--- config.mk ---
export PLATFORM = sky130hd
export DESIGN_NAME = i2c_slave_port
export DESIGN_NICKNAME = d
export VERILOG_FILES = /design/src/verilog/unused_placeholder_none.v /design/src/verilog/i2c_slave_port.v /design/src/verilog/pin_sync.v
export VERILOG_INCLUDE_DIRS = /design/src /design/src/verilog
export SDC_FILE = /design/constraint.sdc
export NUM_CORES = 1
export LEC_CHECK = 0
export BUFFER_PORTS_ARGS = -buffer_cell sky130_fd_sc_hd__buf_2
export CORE_AREA = 2 2 76 133
export DETAILED_ROUTE_END_ITERATION = 6
export DIE_AREA = 0 0 78 135
export PLACE_DENSITY_LB_ADDON = 0.15
export SYNTH_ARGS = -nofsm -noshare
export SYNTH_HDL_FRONTEND = slang
export SYNTH_SLANG_ARGS = --single-unit
--- constraint.sdc ---
create_clock -name core_clk -period 2.1 [get_ports core_clk]
set_input_delay 0.42 -clock core_clk [delete_from_list [all_inputs] [get_ports core_clk]]
set_output_delay 0.42 -clock core_clk [all_outputs]
set_load 0.03 [all_outputs]
--- src/verilog/i2c_slave_port_defs.vh ---
// Constants for the byte-level I2C target port.
// Included by the port logic; holds definitions only.
`ifndef I2C_SLAVE_PORT_DEFS_VH
`define I2C_SLAVE_PORT_DEFS_VH

// Own address byte as it appears on the wire with the direction bit clear
`define OWN_ADDR_BYTE 8'h6C
// General call address byte
`define GEN_CALL_BYTE 8'h00
// Direction bit position inside the address byte
`define RNW_BIT 0
// Bits per byte on the wire
`define BITS_PER_BYTE 4'h8
// Idle value shifted out when no transmit byte is waiting
`define TX_IDLE_BYTE 8'hFF
// Reset values
`define RESET_BYTE 8'h00
`define RESET_CNT 4'h0
// Synchroniser depth for pins
`define SYNC_STAGES 2

`endif

--- src/verilog/unused_placeholder_none.v ---
`timescale 1ns/100ps
`default_nettype none
`default_nettype wire

--- src/verilog/i2c_slave_port.v ---
// Byte-level I2C target port with polled status flags.
// Assumes an external master drives the clock line, pull-ups on both
// lines, and software that polls the flags and strobes data accesses.
`timescale 1ns/100ps
`default_nettype none
`include "i2c_slave_port_defs.vh"

module i2c_slave_port
(
   input wire core_clk,
   input wire rstn,
   input wire serial_bus_enable,
   input wire general_call_enable,
   input wire power_down,
   input wire pullup_in_ctrl_clk,
   input wire pullup_out_ctrl_clk,
   input wire pullup_in_ctrl_dat,
   input wire pullup_out_ctrl_dat,
   output wire pullup_en_clk,
   output wire pullup_en_dat,
   input wire sw_dir_out_clk,
   input wire sw_level_clk,
   input wire sw_dir_out_dat,
   input wire sw_level_dat,
   input wire port_pin_clock_i,
   output wire port_pin_clock_o,
   output wire port_pin_clock_oe_n,
   input wire port_pin_data_i,
   output wire port_pin_data_o,
   output wire port_pin_data_oe_n,
   input wire [7:0] bus_data_wdata,
   input wire bus_data_wr,
   input wire bus_data_rd,
   output wire [7:0] bus_data_reg,
   input wire flag_clear,
   output wire addr_match_flag,
   output wire rx_buffer_full_flag,
   output wire read_dir_flag,
   output wire tx_buffer_full_flag,
   output wire stop_flag,
   output wire overflow_flag
);

   localparam [2:0] ST_IDLE = 3'h0;
   localparam [2:0] ST_ADDR = 3'h1;
   localparam [2:0] ST_ADDR_ACK = 3'h2;
   localparam [2:0] ST_RX = 3'h3;
   localparam [2:0] ST_RX_ACK = 3'h4;
   localparam [2:0] ST_TX = 3'h5;
   localparam [2:0] ST_TX_ACK = 3'h6;
   localparam [2:0] ST_IGNORE = 3'h7;
   localparam [7:0] OWN_ADDR = `OWN_ADDR_BYTE;

   // Shift one sampled bus bit in at the bottom, MSB first on the wire
   function [7:0] shift_in;
      input [7:0] value;
      input bit_in;
      begin
         shift_in = {value[6:0], bit_in};
      end
   endfunction

   wire [1:0] pins_sync;
   wire scl_s;
   wire sda_s;
   wire active;
   wire scl_rise;
   wire scl_fall;
   wire start_seen;
   wire stop_seen;
   wire byte_done;
   wire addr_ok;
   wire gc_ok;

   reg scl_q;
   reg sda_q;
   reg [2:0] state_q;
   reg [2:0] state_d;
   reg [3:0] cnt_q;
   reg [3:0] cnt_d;
   reg [7:0] shift_q;
   reg [7:0] shift_d;
   reg drive_low_q;
   reg drive_low_d;
   reg [7:0] rx_data_q;
   reg [7:0] tx_buf_q;
   reg rbf_q;
   reg tbf_q;
   reg am_q;
   reg rnw_q;
   reg stop_q;
   reg ovf_q;
   reg rx_load;
   reg tx_take;
   reg am_set;
   reg rnw_set;

   pin_sync u_pin_sync
   (
      .core_clk(core_clk),
      .rstn(rstn),
      .pin_in({port_pin_clock_i, port_pin_data_i}),
      .pin_sync_out(pins_sync)
   );

   assign scl_s = pins_sync[1];
   assign sda_s = pins_sync[0];

   assign active = serial_bus_enable & ~power_down;

   assign pullup_en_clk = pullup_in_ctrl_clk & pullup_out_ctrl_clk;
   assign pullup_en_dat = pullup_in_ctrl_dat & pullup_out_ctrl_dat;

   // While active the clock pin is only ever an input: no clock stretching
   assign port_pin_clock_oe_n = active ? 1'b1 : ~sw_dir_out_clk;
   assign port_pin_clock_o = active ? 1'b0 : sw_level_clk;
   // While active the data pin drives only a low level; a one is a released line
   assign port_pin_data_oe_n = active ? ~drive_low_q : ~sw_dir_out_dat;
   assign port_pin_data_o = active ? 1'b0 : sw_level_dat;

   assign scl_rise = scl_s & ~scl_q;
   assign scl_fall = ~scl_s & scl_q;
   assign start_seen = scl_s & scl_q & sda_q & ~sda_s;
   assign stop_seen = scl_s & scl_q & ~sda_q & sda_s;
   assign byte_done = (cnt_q == `BITS_PER_BYTE);
   assign addr_ok = (shift_q[7:1] == OWN_ADDR[7:1]);
   assign gc_ok = general_call_enable & (shift_q == `GEN_CALL_BYTE);

   always @(posedge core_clk or negedge rstn)
   begin
      if (!rstn)
      begin
         scl_q <= 1'b1;
         sda_q <= 1'b1;
      end
      else
      begin
         scl_q <= scl_s;
         sda_q <= sda_s;
      end
   end

   always @*
   begin
      state_d = state_q;
      cnt_d = cnt_q;
      shift_d = shift_q;
      drive_low_d = drive_low_q;
      rx_load = 1'b0;
      tx_take = 1'b0;
      am_set = 1'b0;
      rnw_set = 1'b0;
      if (!active)
      begin
         state_d = ST_IDLE;
         cnt_d = `RESET_CNT;
         drive_low_d = 1'b0;
      end
      else if (start_seen)
      begin
         // Repeated start is handled like a first start
         state_d = ST_ADDR;
         cnt_d = `RESET_CNT;
         drive_low_d = 1'b0;
      end
      else if (stop_seen)
      begin
         state_d = ST_IDLE;
         cnt_d = `RESET_CNT;
         drive_low_d = 1'b0;
      end
      else
      begin
         case (state_q)
            ST_IDLE:
            begin
               drive_low_d = 1'b0;
            end
            ST_ADDR:
            begin
               if (scl_rise && !byte_done)
               begin
                  shift_d = shift_in(shift_q, sda_s);
                  cnt_d = cnt_q + 4'h1;
               end
               else if (scl_fall && byte_done)
               begin
                  cnt_d = `RESET_CNT;
                  if (addr_ok || gc_ok)
                  begin
                     drive_low_d = 1'b1;
                     am_set = 1'b1;
                     rnw_set = addr_ok & shift_q[`RNW_BIT];
                     state_d = ST_ADDR_ACK;
                  end
                  else
                  begin
                     state_d = ST_IGNORE;
                  end
               end
            end
            ST_ADDR_ACK:
            begin
               if (scl_fall)
               begin
                  if (rnw_q)
                  begin
                     tx_take = 1'b1;
                     shift_d = tbf_q ? tx_buf_q : `TX_IDLE_BYTE;
                     drive_low_d = tbf_q ? ~tx_buf_q[7] : 1'b0;
                     state_d = ST_TX;
                  end
                  else
                  begin
                     drive_low_d = 1'b0;
                     state_d = ST_RX;
                  end
               end
            end
            ST_RX:
            begin
               if (scl_rise && !byte_done)
               begin
                  shift_d = shift_in(shift_q, sda_s);
                  cnt_d = cnt_q + 4'h1;
               end
               else if (scl_fall && byte_done)
               begin
                  cnt_d = `RESET_CNT;
                  rx_load = 1'b1;
                  drive_low_d = 1'b1;
                  state_d = ST_RX_ACK;
               end
            end
            ST_RX_ACK:
            begin
               if (scl_fall)
               begin
                  drive_low_d = 1'b0;
                  state_d = ST_RX;
               end
            end
            ST_TX:
            begin
               if (scl_rise && !byte_done)
               begin
                  cnt_d = cnt_q + 4'h1;
               end
               else if (scl_fall && byte_done)
               begin
                  cnt_d = `RESET_CNT;
                  drive_low_d = 1'b0;
                  state_d = ST_TX_ACK;
               end
               else if (scl_fall)
               begin
                  shift_d = shift_in(shift_q, 1'b1);
                  drive_low_d = ~shift_q[6];
               end
            end
            ST_TX_ACK:
            begin
               // A master that does not acknowledge ends the read
               if (scl_rise && sda_s)
               begin
                  state_d = ST_IGNORE;
               end
               else if (scl_fall)
               begin
                  tx_take = 1'b1;
                  shift_d = tbf_q ? tx_buf_q : `TX_IDLE_BYTE;
                  drive_low_d = tbf_q ? ~tx_buf_q[7] : 1'b0;
                  state_d = ST_TX;
               end
            end
            ST_IGNORE:
            begin
               drive_low_d = 1'b0;
            end
            default:
            begin
               state_d = ST_IDLE;
               drive_low_d = 1'b0;
            end
         endcase
      end
   end

   always @(posedge core_clk or negedge rstn)
   begin
      if (!rstn)
      begin
         state_q <= ST_IDLE;
         cnt_q <= `RESET_CNT;
         shift_q <= `RESET_BYTE;
         drive_low_q <= 1'b0;
      end
      else
      begin
         state_q <= state_d;
         cnt_q <= cnt_d;
         shift_q <= shift_d;
         drive_low_q <= drive_low_d;
      end
   end

   // Flags: hardware set wins over a clear in the same cycle
   always @(posedge core_clk or negedge rstn)
   begin
      if (!rstn)
      begin
         rx_data_q <= `RESET_BYTE;
         tx_buf_q <= `RESET_BYTE;
         rbf_q <= 1'b0;
         tbf_q <= 1'b0;
         am_q <= 1'b0;
         rnw_q <= 1'b0;
         stop_q <= 1'b0;
         ovf_q <= 1'b0;
      end
      else
      begin
         // A late byte overwrites the unread one; overflow tells software
         if (rx_load)
         begin
            rx_data_q <= shift_q;
         end
         if (rx_load)
         begin
            rbf_q <= 1'b1;
         end
         else if (bus_data_rd)
         begin
            rbf_q <= 1'b0;
         end
         if (bus_data_wr && !tbf_q)
         begin
            tx_buf_q <= bus_data_wdata;
         end
         if (bus_data_wr && !tbf_q)
         begin
            tbf_q <= 1'b1;
         end
         else if (tx_take)
         begin
            tbf_q <= 1'b0;
         end
         if (am_set)
         begin
            am_q <= 1'b1;
         end
         else if (flag_clear)
         begin
            am_q <= 1'b0;
         end
         if (am_set)
         begin
            rnw_q <= rnw_set;
         end
         if (stop_seen && active)
         begin
            stop_q <= 1'b1;
         end
         else if (flag_clear)
         begin
            stop_q <= 1'b0;
         end
         if ((rx_load && rbf_q && !bus_data_rd) || (bus_data_wr && tbf_q))
         begin
            ovf_q <= 1'b1;
         end
         else if (flag_clear)
         begin
            ovf_q <= 1'b0;
         end
      end
   end

   assign bus_data_reg = rx_data_q;
   assign addr_match_flag = am_q;
   assign rx_buffer_full_flag = rbf_q;
   assign read_dir_flag = rnw_q;
   assign tx_buffer_full_flag = tbf_q;
   assign stop_flag = stop_q;
   assign overflow_flag = ovf_q;

endmodule // i2c_slave_port

`default_nettype wire

--- src/verilog/pin_sync.v ---
// Two-flop synchroniser for the two bus pins.
// Inputs come from pins outside the core_clk domain.
`timescale 1ns/100ps
`default_nettype none

module pin_sync
(
   input wire core_clk,
   input wire rstn,
   input wire [1:0] pin_in,
   output wire [1:0] pin_sync_out
);

   // Pins idle high through the pull-ups, so reset to one avoids a
   // false start or stop right after reset
   reg [1:0] meta_q;
   reg [1:0] sync_q;

   always @(posedge core_clk or negedge rstn)
   begin
      if (!rstn)
      begin
         meta_q <= 2'h3;
         sync_q <= 2'h3;
      end
      else
      begin
         meta_q <= pin_in;
         sync_q <= meta_q;
      end
   end

   assign pin_sync_out = sync_q;

endmodule // pin_sync

`default_nettype wire

==> results.yml, run 1 <==
status:
  status: "completed"
grt:
  grt_usage: 0.122
  first_global_vias: 1876
  gr_util_met3: 0.0241
  first_pass_grt_wire_length_um: 9770
  routing_usage_on_met2: 0.234
  antenna_found_initial: 0
  grtUsageMet1: 0.122
  overflow: 0
  globalRoute.busiestLayer: "met2"
  grt_max_degree: 45
floorplan:
  core_mm2: 0.00941
  initial_utilization: 0.246
  die_h_um: 135
  io_pins: 46
  die_width_um: 78
  std_cell_rows: 47
  full_die_area_mm2: 0.0105
sta:
  timing.slew.headroom: 0.615
  fin_worst_skew_ns: 0.00478
  finalSetupViolations: 0
  hold-worst-slack_ns: 0.194
  fmax_ghz: 0.497
  worst_pin_slew_ns: 0.578
  layout_worst_path_cycle_share: 0.959
  setup_repair_after_global_routing_missed_its_margin: "no"
  slew_viol_final: 0
  hold_violations: 0
  timing.final.crit_period_ns: 2.01
  tns_ns: 0
  layout_setup_ws_ns: 0.0864
critical_path:
  cp-end-kind: "register"
  crit_path_cell_trace: "inv_1 -> ha_1 -> nand3b_4 -> nor3b_2 -> a22o_1 -> or3_1 -> o41ai_1"
  cpLargestDelayFamily: "simple AND/OR/NAND/NOR gates"
  crit_slowest_cell: "sky130_fd_sc_hd__dfrtp_1"
  cp_slowest_stage_delay_ns: 0.42
  worstRegToRegCells: 7
  cp_max_fo: 6
  required_ns: 2.28
  start_kind: "register"
  critPathKind: "register to register"
  critical_path_cell_count: 7
  worst-path-buf-inv: 1
  worst_ep_arrival_time_ns: 2.20
route:
  dr.first_iter.drc_count: 99
  postRouteWirelength_um: 6050
  routed-via-count: 1896
  via_per_inst: 4.64
  iteration_count_of_the_initial_detailed_routing_pass: 4
  post-route-drc-count: 0
  wl_per_cell_um: 14.8
  drt.antenna.violating_nets: 0
cts:
  tritoncts_clock_tree: "yes"
  cts-hold-fix-buffers: 0
  post_cts_resize_count: 0
  worstSkewPairLatency_ns: 0.29
  cts_buffers: 5
  clockRootBuffer: "sky130_fd_sc_hd__clkbuf_16"
  clkSinkCount: 44
  cts_post_setup_buffers_inserted: 0
  clkTransAtPathRegs_ns: 0.06
  clockBufferDepth: 2
  cts_htree_levels: 2
logic_synthesis:
  synthesis.area_mm2: 0.00232
  synth-warning-count: 0
  yosys_register_bits: 44
  synth_sequential_area_ratio: 0.479
  synth.net_count: 250
  postSynthCellCount: 222
  mean_post_synth_cell_area_um2: 10.4
  primary_ff_master_synth: "sky130_fd_sc_hd__dfrtp_1"
  postSynth.asyncResetShare: 1.00
  synth-edff-count: 0
  synth.lib_cells_used.distinct: 47
place:
  portBuffers: 45
  gpl.final_weighted_congestion: 0.820
  dpl-instance-area_mm2: 0.00280
  dp_slack_ns: 0.0510
  hpwl_um: 4720
power_and_ir_drop:
  cellPowerDensity_mw_per_mm2: 904
  ir_drop_v: 0.000442
  power.leakage_nw: 1.39
finish:
  post_route_cells_drive_above_1_share: 0.401
  finalCoreUtilization: 0.314
  layout.nets: 314
  synthToLayoutAreaGrowth_pct: 27.7
  final_design_area_no_fill_mm2: 0.00296
  final.fill_count: 1024
  diodes: 0
hold_path:
  worst_hold_path_type: "input pin to asynchronous set/reset pin"
job:
  drv_cap: 0
[placed cells by master (no fill, tap or decap), types with 5 or more instances in the layout]
cell / n
sky130_fd_sc_hd__inv_1: 5
sky130_fd_sc_hd__dfstp_2: 6
sky130_fd_sc_hd__nor2b_1: 8
sky130_fd_sc_hd__clkbuf_16: 5
sky130_fd_sc_hd__buf_4: 23
sky130_fd_sc_hd__dfrtp_1: 38
sky130_fd_sc_hd__a21oi_1: 9
sky130_fd_sc_hd__nand2b_1: 7
sky130_fd_sc_hd__o21ai_0: 16
sky130_fd_sc_hd__nand2_1: 17
sky130_fd_sc_hd__nor2_1: 17
sky130_fd_sc_hd__mux2_2: 26
sky130_fd_sc_hd__buf_2: 45
[final cells by class]
cell class,count,area (um2),area share
well taps,122,153,0.0516
inverters,6,22.5,0.00762
clock buffers,6,139,0.0470
flip-flops and latches,44,1110,0.375
multi-input cells,161,1120,0.380
clock inverters,2,13.8,0.00466
repair buffers,68,398,0.135
[power breakdown]
group	total, mW	switching (mW)	internal (mW)
clock network	0.809	0.333	0.475
logic	0.770	0.405	0.364
registers	1.09	0.113	0.981
[worst register-to-register path, stage by stage, from the launching register on]
cell and delay [ns]:
sky130_fd_sc_hd__dfrtp_1 0.42, sky130_fd_sc_hd__inv_1 0.07, sky130_fd_sc_hd__ha_1 0.19, sky130_fd_sc_hd__nand3b_4 0.12, sky130_fd_sc_hd__nor3b_2 0.19, sky130_fd_sc_hd__a22o_1 0.25
sky130_fd_sc_hd__or3_1 0.37, sky130_fd_sc_hd__o41ai_1 0.30
[cells by family after synthesis]
family / after synthesis / synth area share
xor+xnor: 1 / 0.00703
simple gates: 81 / 0.193
buf+inv: 17 / 0.0367
mux: 29 / 0.139
fa+ha+maj: 2 / 0.0108
compound gates: 48 / 0.134
flops: 44 / 0.479
[per-stage QoR]
| step | cells | power (mW) |
|---|---|---|
| 2_1_floorplan | 222 | 1.58 |
| 3_3_place_gp | 401 | 1.89 |
| 3_5_place_dp | 401 | 1.89 |
| 4_1_cts | 409 | 2.72 |
| 5_1_grt | 409 | 2.84 |
| 6_report | 409 | 2.67 |
[path summary, 6_finish.rpt]
path,start,end,slack (ns)
min reg2reg,u_pin_sync.meta_q[1],u_pin_sync.pin_sync_out[1],0.36
max in group asynchronous,rstn,overflow_flag,1.49
min,rstn,bus_data_reg[4],0.19
max reg2reg,cnt_q[0],drive_low_q,0.09
min in group core_clk,port_pin_clock_i,u_pin_sync.meta_q[1],0.22
max,cnt_q[0],drive_low_q,0.09
[layer usage]
layer,routed length [um],share of wire
met5,0,0
met4,161,0.027
met3,204,0.034
met2,3500,0.58
met1,2190,0.36
[cell usage after synthesis (2+ instances only)]
master,instances,area (um2)
sky130_fd_sc_hd__dfrtp_1,38,951
sky130_fd_sc_hd__mux2_2,26,293
sky130_fd_sc_hd__nand2_1,17,63.8
sky130_fd_sc_hd__nor2_1,17,63.8
sky130_fd_sc_hd__o21ai_0,16,80.1
sky130_fd_sc_hd__a21oi_1,9,45.0
sky130_fd_sc_hd__nor2b_1,8,50.1
sky130_fd_sc_hd__nand2b_1,7,43.8
sky130_fd_sc_hd__dfstp_2,6,158
sky130_fd_sc_hd__buf_2,5,25.0
sky130_fd_sc_hd__inv_1,5,18.8
sky130_fd_sc_hd__a31oi_1,4,25.0
sky130_fd_sc_hd__and2_1,4,25.0
sky130_fd_sc_hd__clkbuf_1,4,15.0
sky130_fd_sc_hd__nor3_1,4,20.0
sky130_fd_sc_hd__or3_1,4,25.0
sky130_fd_sc_hd__a211oi_1,3,22.5
sky130_fd_sc_hd__mux2i_1,3,30.0
sky130_fd_sc_hd__nand3_1,3,15.0
sky130_fd_sc_hd__nand3b_1,3,22.5
sky130_fd_sc_hd__nand4_1,3,18.8
sky130_fd_sc_hd__a22o_1,2,17.5
sky130_fd_sc_hd__and3_1,2,12.5
sky130_fd_sc_hd__buf_6,2,22.5
sky130_fd_sc_hd__ha_1,2,25.0
sky130_fd_sc_hd__o22ai_1,2,12.5
sky130_fd_sc_hd__o32ai_1,2,17.5
sky130_fd_sc_hd__o41ai_1,2,17.5
Power figures use the tool's default switching activity.
==> run 2, diff against run 1 <==
--- a/config.mk
+++ b/config.mk
@@ -10,7 +10,9 @@
 export CORE_AREA = 2 2 76 133
 export DETAILED_ROUTE_END_ITERATION = 6
 export DIE_AREA = 0 0 78 135
+export GPL_TIMING_DRIVEN = 0
 export PLACE_DENSITY_LB_ADDON = 0.15
+export SKIP_LAST_GASP = 1
 export SYNTH_ARGS = -nofsm -noshare
 export SYNTH_HDL_FRONTEND = slang
 export SYNTH_SLANG_ARGS = --single-unit
==> results.yml, run 2 (synthesized netlist as in run 1, its figures left out) <==
cts:
  cts_buffers: 5
  clockBufferDepth: 2
  clkTransAtPathRegs_ns: 0.06
  clockRootBuffer: "sky130_fd_sc_hd__clkbuf_16"
  clkSinkCount: 44
  tritoncts_clock_tree: "yes"
  worstSkewPairLatency_ns: 0.29
  cts_htree_levels: 2
sta:
  fmax_ghz: 0.483
  hold_violations: 0
  worst_pin_slew_ns: 0.999
  timing.final.crit_period_ns: 2.07
  layout_worst_path_cycle_share: 0.986
  timing.slew.headroom: 0.334
  fin_worst_skew_ns: 0.00556
  setup_repair_after_global_routing_missed_its_margin: "yes"
  finalSetupViolations: 0
  slew_viol_final: 0
  tns_ns: 0
place:
  dp_cells: 389
  gpl.final_weighted_congestion: 0.773
  portBuffers: 45
  hpwl_um: 4650
route:
  postRouteWirelength_um: 6110
  routed-via-count: 1859
  iteration_count_of_the_initial_detailed_routing_pass: 4
  via_per_inst: 4.65
  dr.first_iter.drc_count: 21
  wl_per_cell_um: 15.3
  drt.antenna.violating_nets: 0
  post-route-drc-count: 0
power_and_ir_drop:
  ir_drop_v: 0.000593
  cellPowerDensity_mw_per_mm2: 889
  power.leakage_nw: 1.35
floorplan:
  io_pins: 46
  std_cell_rows: 47
  initial_utilization: 0.246
  full_die_area_mm2: 0.0105
  die_h_um: 135
  die_width_um: 78
  core_mm2: 0.00941
hold_path:
  worst_hold_path_type: "input pin to register"
job:
  drv_cap: 0
critical_path:
  required_ns: 2.27
  cp-end-kind: "register"
  cp_max_fo: 7
  worst_ep_arrival_time_ns: 2.24
  critPathKind: "register to register"
  start_kind: "register"
finish:
  layout.cells.most_common_list: "49 x sky130_fd_sc_hd__buf_2, 38 x sky130_fd_sc_hd__dfrtp_1, 23 x sky130_fd_sc_hd__mux2_2"
  layout_commonest_cell: "sky130_fd_sc_hd__buf_2"
  instances_no_fill: 400
  synthToLayoutAreaGrowth_pct: 27.0
  post_route_cells_drive_above_1_share: 0.399
  diodes: 0
  layout.nets: 305
grt:
  overflow: 0
  routing_usage_on_met2: 0.256
  globalRoute.busiestLayer: "met2"
  first_global_vias: 2046
  antenna_found_initial: 0
  grtUsageMet1: 0.115
  gr_util_met3: 0.0201
  grt_max_degree: 45
  first_pass_grt_wire_length_um: 10100
  grt_usage: 0.125
status:
  status: "completed"
## run 2: changes by cell type in the layout (fill, tap and decap cells not counted), sizes merged
| cell | previous run | this run |
|---|---|---|
| buf | 68 | 54 |
| inv | 6 | 5 |
| clkinvlp | 0 | 1 |
| clkbuf | 6 | 11 |
## run 2: report_power, final
part / internal, mW / switching (mW)
Clock: 0.439 / 0.327
Sequential: 0.981 / 0.136
Combinational: 0.320 / 0.412
## run 2: area by class of cell
type,count,area [um2]
inverter,6,22.5
sequential,44,1110
clock inverter,2,12.5
fill,1024,6470
multi-input combinational,161,1200
timing repair buffer,48,248
buffer,11,66.3
tap,122,153
clock buffer,6,129
## run 2: what timing repair did
action,4_1_cts,5_1_grt
setup endpoints to repair,11,21
pin swaps,2,1
gates resized for setup,9,8
setup buffers,2,1
endpoints found under the hold margin,0,0
hold buffers,0,0
## run 2: final timing paths
| check | cells after the start | end | slack [ns] | from |
|---|---|---|---|---|
| min in group asynchronous | 1 | bus_data_reg[4] | 0.29 | rstn |
| max | 6 | state_q[0] | 0.03 | u_pin_sync.pin_sync_out[0] |
| max reg2reg | 6 | state_q[0] | 0.03 | u_pin_sync.pin_sync_out[0] |
| min | 1 | u_pin_sync.meta_q[1] | 0.23 | port_pin_clock_i |
| max in group asynchronous | 1 | stop_flag | 1.18 | rstn |
| min reg2reg | 0 | u_pin_sync.pin_sync_out[1] | 0.36 | u_pin_sync.meta_q[1] |
## run 2: worst max-delay path: stages, from the launching register on
cell	delay, ns
sky130_fd_sc_hd__dfstp_2	0.54
sky130_fd_sc_hd__buf_6	0.15
sky130_fd_sc_hd__xor2_4	0.19
sky130_fd_sc_hd__o22ai_2	0.12
sky130_fd_sc_hd__a22o_1	0.26
sky130_fd_sc_hd__a211oi_4	0.36
sky130_fd_sc_hd__mux2_4	0.34
## run 2: metrics by stage
stage / utilization / hold slack (ns) / area, um2 / setup WS, ns / power [mW]
after global placement: 0.286 / 0.346 / 2690 / -0.150 / 1.82
after CTS: 0.307 / 0.224 / 2890 / -0.0264 / 2.64
final: 0.313 / 0.228 / 2940 / 0.0287 / 2.61
after global routing: 0.313 / 0.225 / 2940 / -0.0493 / 2.79
after floorplan: - / 0.124 / 2320 / 0.202 / 1.58
after detailed placement: 0.286 / 0.347 / 2690 / -0.132 / 1.83
## run 2: metal layers
| metal | vias to the layer above | wire length [um] |
|---|---|---|
| met4 | 0 | 185 |
| met3 | 9 | 149 |
| met5 | - | 0 |
| met1 | 911 | 2210 |
| met2 | 37 | 3560 |
| li1 | 902 | - |
==> run 3, diff against run 2 <==
--- a/config.mk
+++ b/config.mk
@@ -6,10 +6,11 @@
 export SDC_FILE = /design/constraint.sdc
 export NUM_CORES = 1
 export LEC_CHECK = 0
+export ABC_AREA = 1
 export BUFFER_PORTS_ARGS = -buffer_cell sky130_fd_sc_hd__buf_2
-export CORE_AREA = 2 2 76 133
+export CORE_AREA = 2 2 77 135
 export DETAILED_ROUTE_END_ITERATION = 6
-export DIE_AREA = 0 0 78 135
+export DIE_AREA = 0 0 79 137
 export GPL_TIMING_DRIVEN = 0
 export PLACE_DENSITY_LB_ADDON = 0.15
 export SKIP_LAST_GASP = 1
==> results.yml, run 3 <==
status:
  status: "completed"
logic_synthesis:
  netlist_top_cells_count: "66 x sky130_fd_sc_hd__nand2_1, 45 x sky130_fd_sc_hd__nor2_1, 40 x sky130_fd_sc_hd__inv_1"
  synth.net_count: 330
  synthMostInstantiatedCell: "sky130_fd_sc_hd__nand2_1"
  yosysTopAreaCellShare: 0.398
  postSynth.asyncResetShare: 1.00
  synth_sequential_area_ratio: 0.464
  postSynthCellCount: 302
  yosys_register_bits: 44
  synth_top_cells_by_area: "sky130_fd_sc_hd__dfrtp_1 40%, sky130_fd_sc_hd__nand2_1 10%, sky130_fd_sc_hd__nor2_1 7.1%, sky130_fd_sc_hd__dfstp_2 6.6%, sky130_fd_sc_hd__inv_1 6.3%"
  synth.lib_cells_used.distinct: 31
  synth-warning-count: 0
  synthesis.area_mm2: 0.00239
  synthDominantAreaCellType: "sky130_fd_sc_hd__dfrtp_1"
  synth-edff-count: 0
  primary_ff_master_synth: "sky130_fd_sc_hd__dfrtp_1"
  mean_post_synth_cell_area_um2: 7.91
critical_path:
  critPathKind: "register to register"
  crit_slowest_cell: "sky130_fd_sc_hd__dfrtp_1"
  crit_path_cell_trace: "inv_1 -> ha_1 -> nand2_1 -> nor2_2 -> nand2_1 -> inv_2 -> nor2_1 -> nand2_1 -> nand3_1 -> nor2_1 -> nand2_1 -> nand2_1 -> nand2_1"
  start_kind: "register"
  cp_max_fo: 4
  worst_ep_arrival_time_ns: 2.06
  cp-end-kind: "register"
  cp_slowest_stage_delay_ns: 0.39
  r2r_setup_slack_ns: 0.22
  critical_path.most_common_cell: "sky130_fd_sc_hd__nand2_1"
  required_ns: 2.28
cts:
  cts_htree_levels: 2
  clockBufferDepth: 2
  cts_buffers: 5
  clkSinkCount: 44
  clkTransAtPathRegs_ns: 0.07
  cts_post_setup_buffers_inserted: 0
  tritoncts_clock_tree: "yes"
  cts-hold-fix-buffers: 0
  clockRootBuffer: "sky130_fd_sc_hd__clkbuf_16"
  worstSkewPairLatency_ns: 0.29
place:
  dpl-instance-area_mm2: 0.00277
  dp_cells: 472
  hpwl_um: 5310
  gpl.final_weighted_congestion: 0.869
  portBuffers: 45
power_and_ir_drop:
  cellPowerDensity_mw_per_mm2: 964
  ir_drop_v: 0.000402
  total_power_mw: 2.85
  power.leakage_nw: 1.53
route:
  drt.antenna.violating_nets: 0
  post-route-drc-count: 0
  routed-via-count: 2142
  iteration_count_of_the_initial_detailed_routing_pass: 4
  dr.first_iter.drc_count: 89
  via_per_inst: 4.46
  wl_per_cell_um: 14.1
  postRouteWirelength_um: 6760
finish:
  layout.cells.most_common_list: "66 x sky130_fd_sc_hd__nand2_1, 45 x sky130_fd_sc_hd__buf_2, 44 x sky130_fd_sc_hd__nor2_1"
  instances_no_fill: 480
  layout_commonest_cell: "sky130_fd_sc_hd__nand2_1"
  synthToLayoutAreaGrowth_pct: 23.7
  diodes: 0
  layout.nets: 382
  final_design_area_no_fill_mm2: 0.00296
  post_route_cells_drive_above_1_share: 0.276
grt:
  first_pass_grt_wire_length_um: 10800
  grt_max_degree: 45
  overflow: 0
  first_global_vias: 2195
  grt_usage: 0.134
  antenna_found_initial: 0
job:
  drv_cap: 0
sta:
  hold_violations: 0
  fmax_ghz: 0.532
  worst_pin_slew_ns: 1.04
  tns_ns: 0
  layout_worst_path_cycle_share: 0.895
  setup_repair_after_global_routing_missed_its_margin: "no"
  timing.slew.headroom: 0.305
  slew_viol_final: 0
  finalSetupViolations: 0
  timing.final.crit_period_ns: 1.88
  hold-worst-slack_ns: 0.230
  fin_worst_skew_ns: 0.00575
floorplan:
  die_h_um: 137
  std_cell_rows: 48
  core_mm2: 0.00973
  io_pins: 46
  full_die_area_mm2: 0.0108
  initial_utilization: 0.246
  die_width_um: 79
hold_path:
  worst_hold_path_type: "input pin to register"
## run 3: timing repair
item,4_1_cts,5_1_grt
resized for setup,0,1
hold endpoints to repair,0,0
endpoints found under the setup margin,0,1
## run 3: path summary, 6_finish.rpt
kind / endpoint / cells after the start / startpoint
min in group asynchronous: stop_flag / 1 / rstn
max in group asynchronous: read_dir_flag / 1 / rstn
hold reg to reg: u_pin_sync.pin_sync_out[1] / 0 / u_pin_sync.meta_q[1]
setup / recovery: drive_low_q / 13 / cnt_q[0]
hold / removal: u_pin_sync.meta_q[1] / 1 / port_pin_clock_i
setup reg to reg: drive_low_q / 13 / cnt_q[0]
## run 3: logic make-up after synthesis
family	synth area share
simple gates	0.282
compound gates	0.133
buf+inv	0.0874
flops	0.464
mux	0.0230
fa+ha+maj	0.0105
## run 3: metal layers
metal | track usage | wire, um | up-vias
met1 | 0.128 | 2390 | 1020
met3 | 0.0191 | 165 | 15
li1 | - | - | 1069
met4 | 0.0862 | 310 | 0
met5 | 0 | 0 | -
met2 | 0.259 | 3900 | 38
## run 3: final cells by class
cell class	instances	area [um2]
multi-input combinational	209	1070
buffer	4	37.5
fill	1098	6770
timing repair buffer	45	225
clock inverter	1	30.0
clock buffer	7	153
tap	125	156
inverter	45	171
sequential	44	1110
## run 3: stage by stage
step | utilization | setup slack [ns]
2_1_floorplan | - | 0.506
3_3_place_gp | 0.285 | 0.147
3_5_place_dp | 0.285 | 0.153
4_1_cts | 0.304 | 0.141
5_1_grt | 0.304 | 0.0948
6_report | 0.304 | 0.220
## run 3: critical path: cells and delay by family, from the launching register on
family        cells  cell delay [ns]
buf+inv           2             0.25
simple gates     10             0.97
flops             1             0.39
fa+ha+maj         1             0.16
## run 3: where the power goes
group,leakage [nW],internal (mW),switching (mW)
registers,0.530,1.03,0.104
logic,0.911,0.262,0.491
clock network,0.0901,0.627,0.338
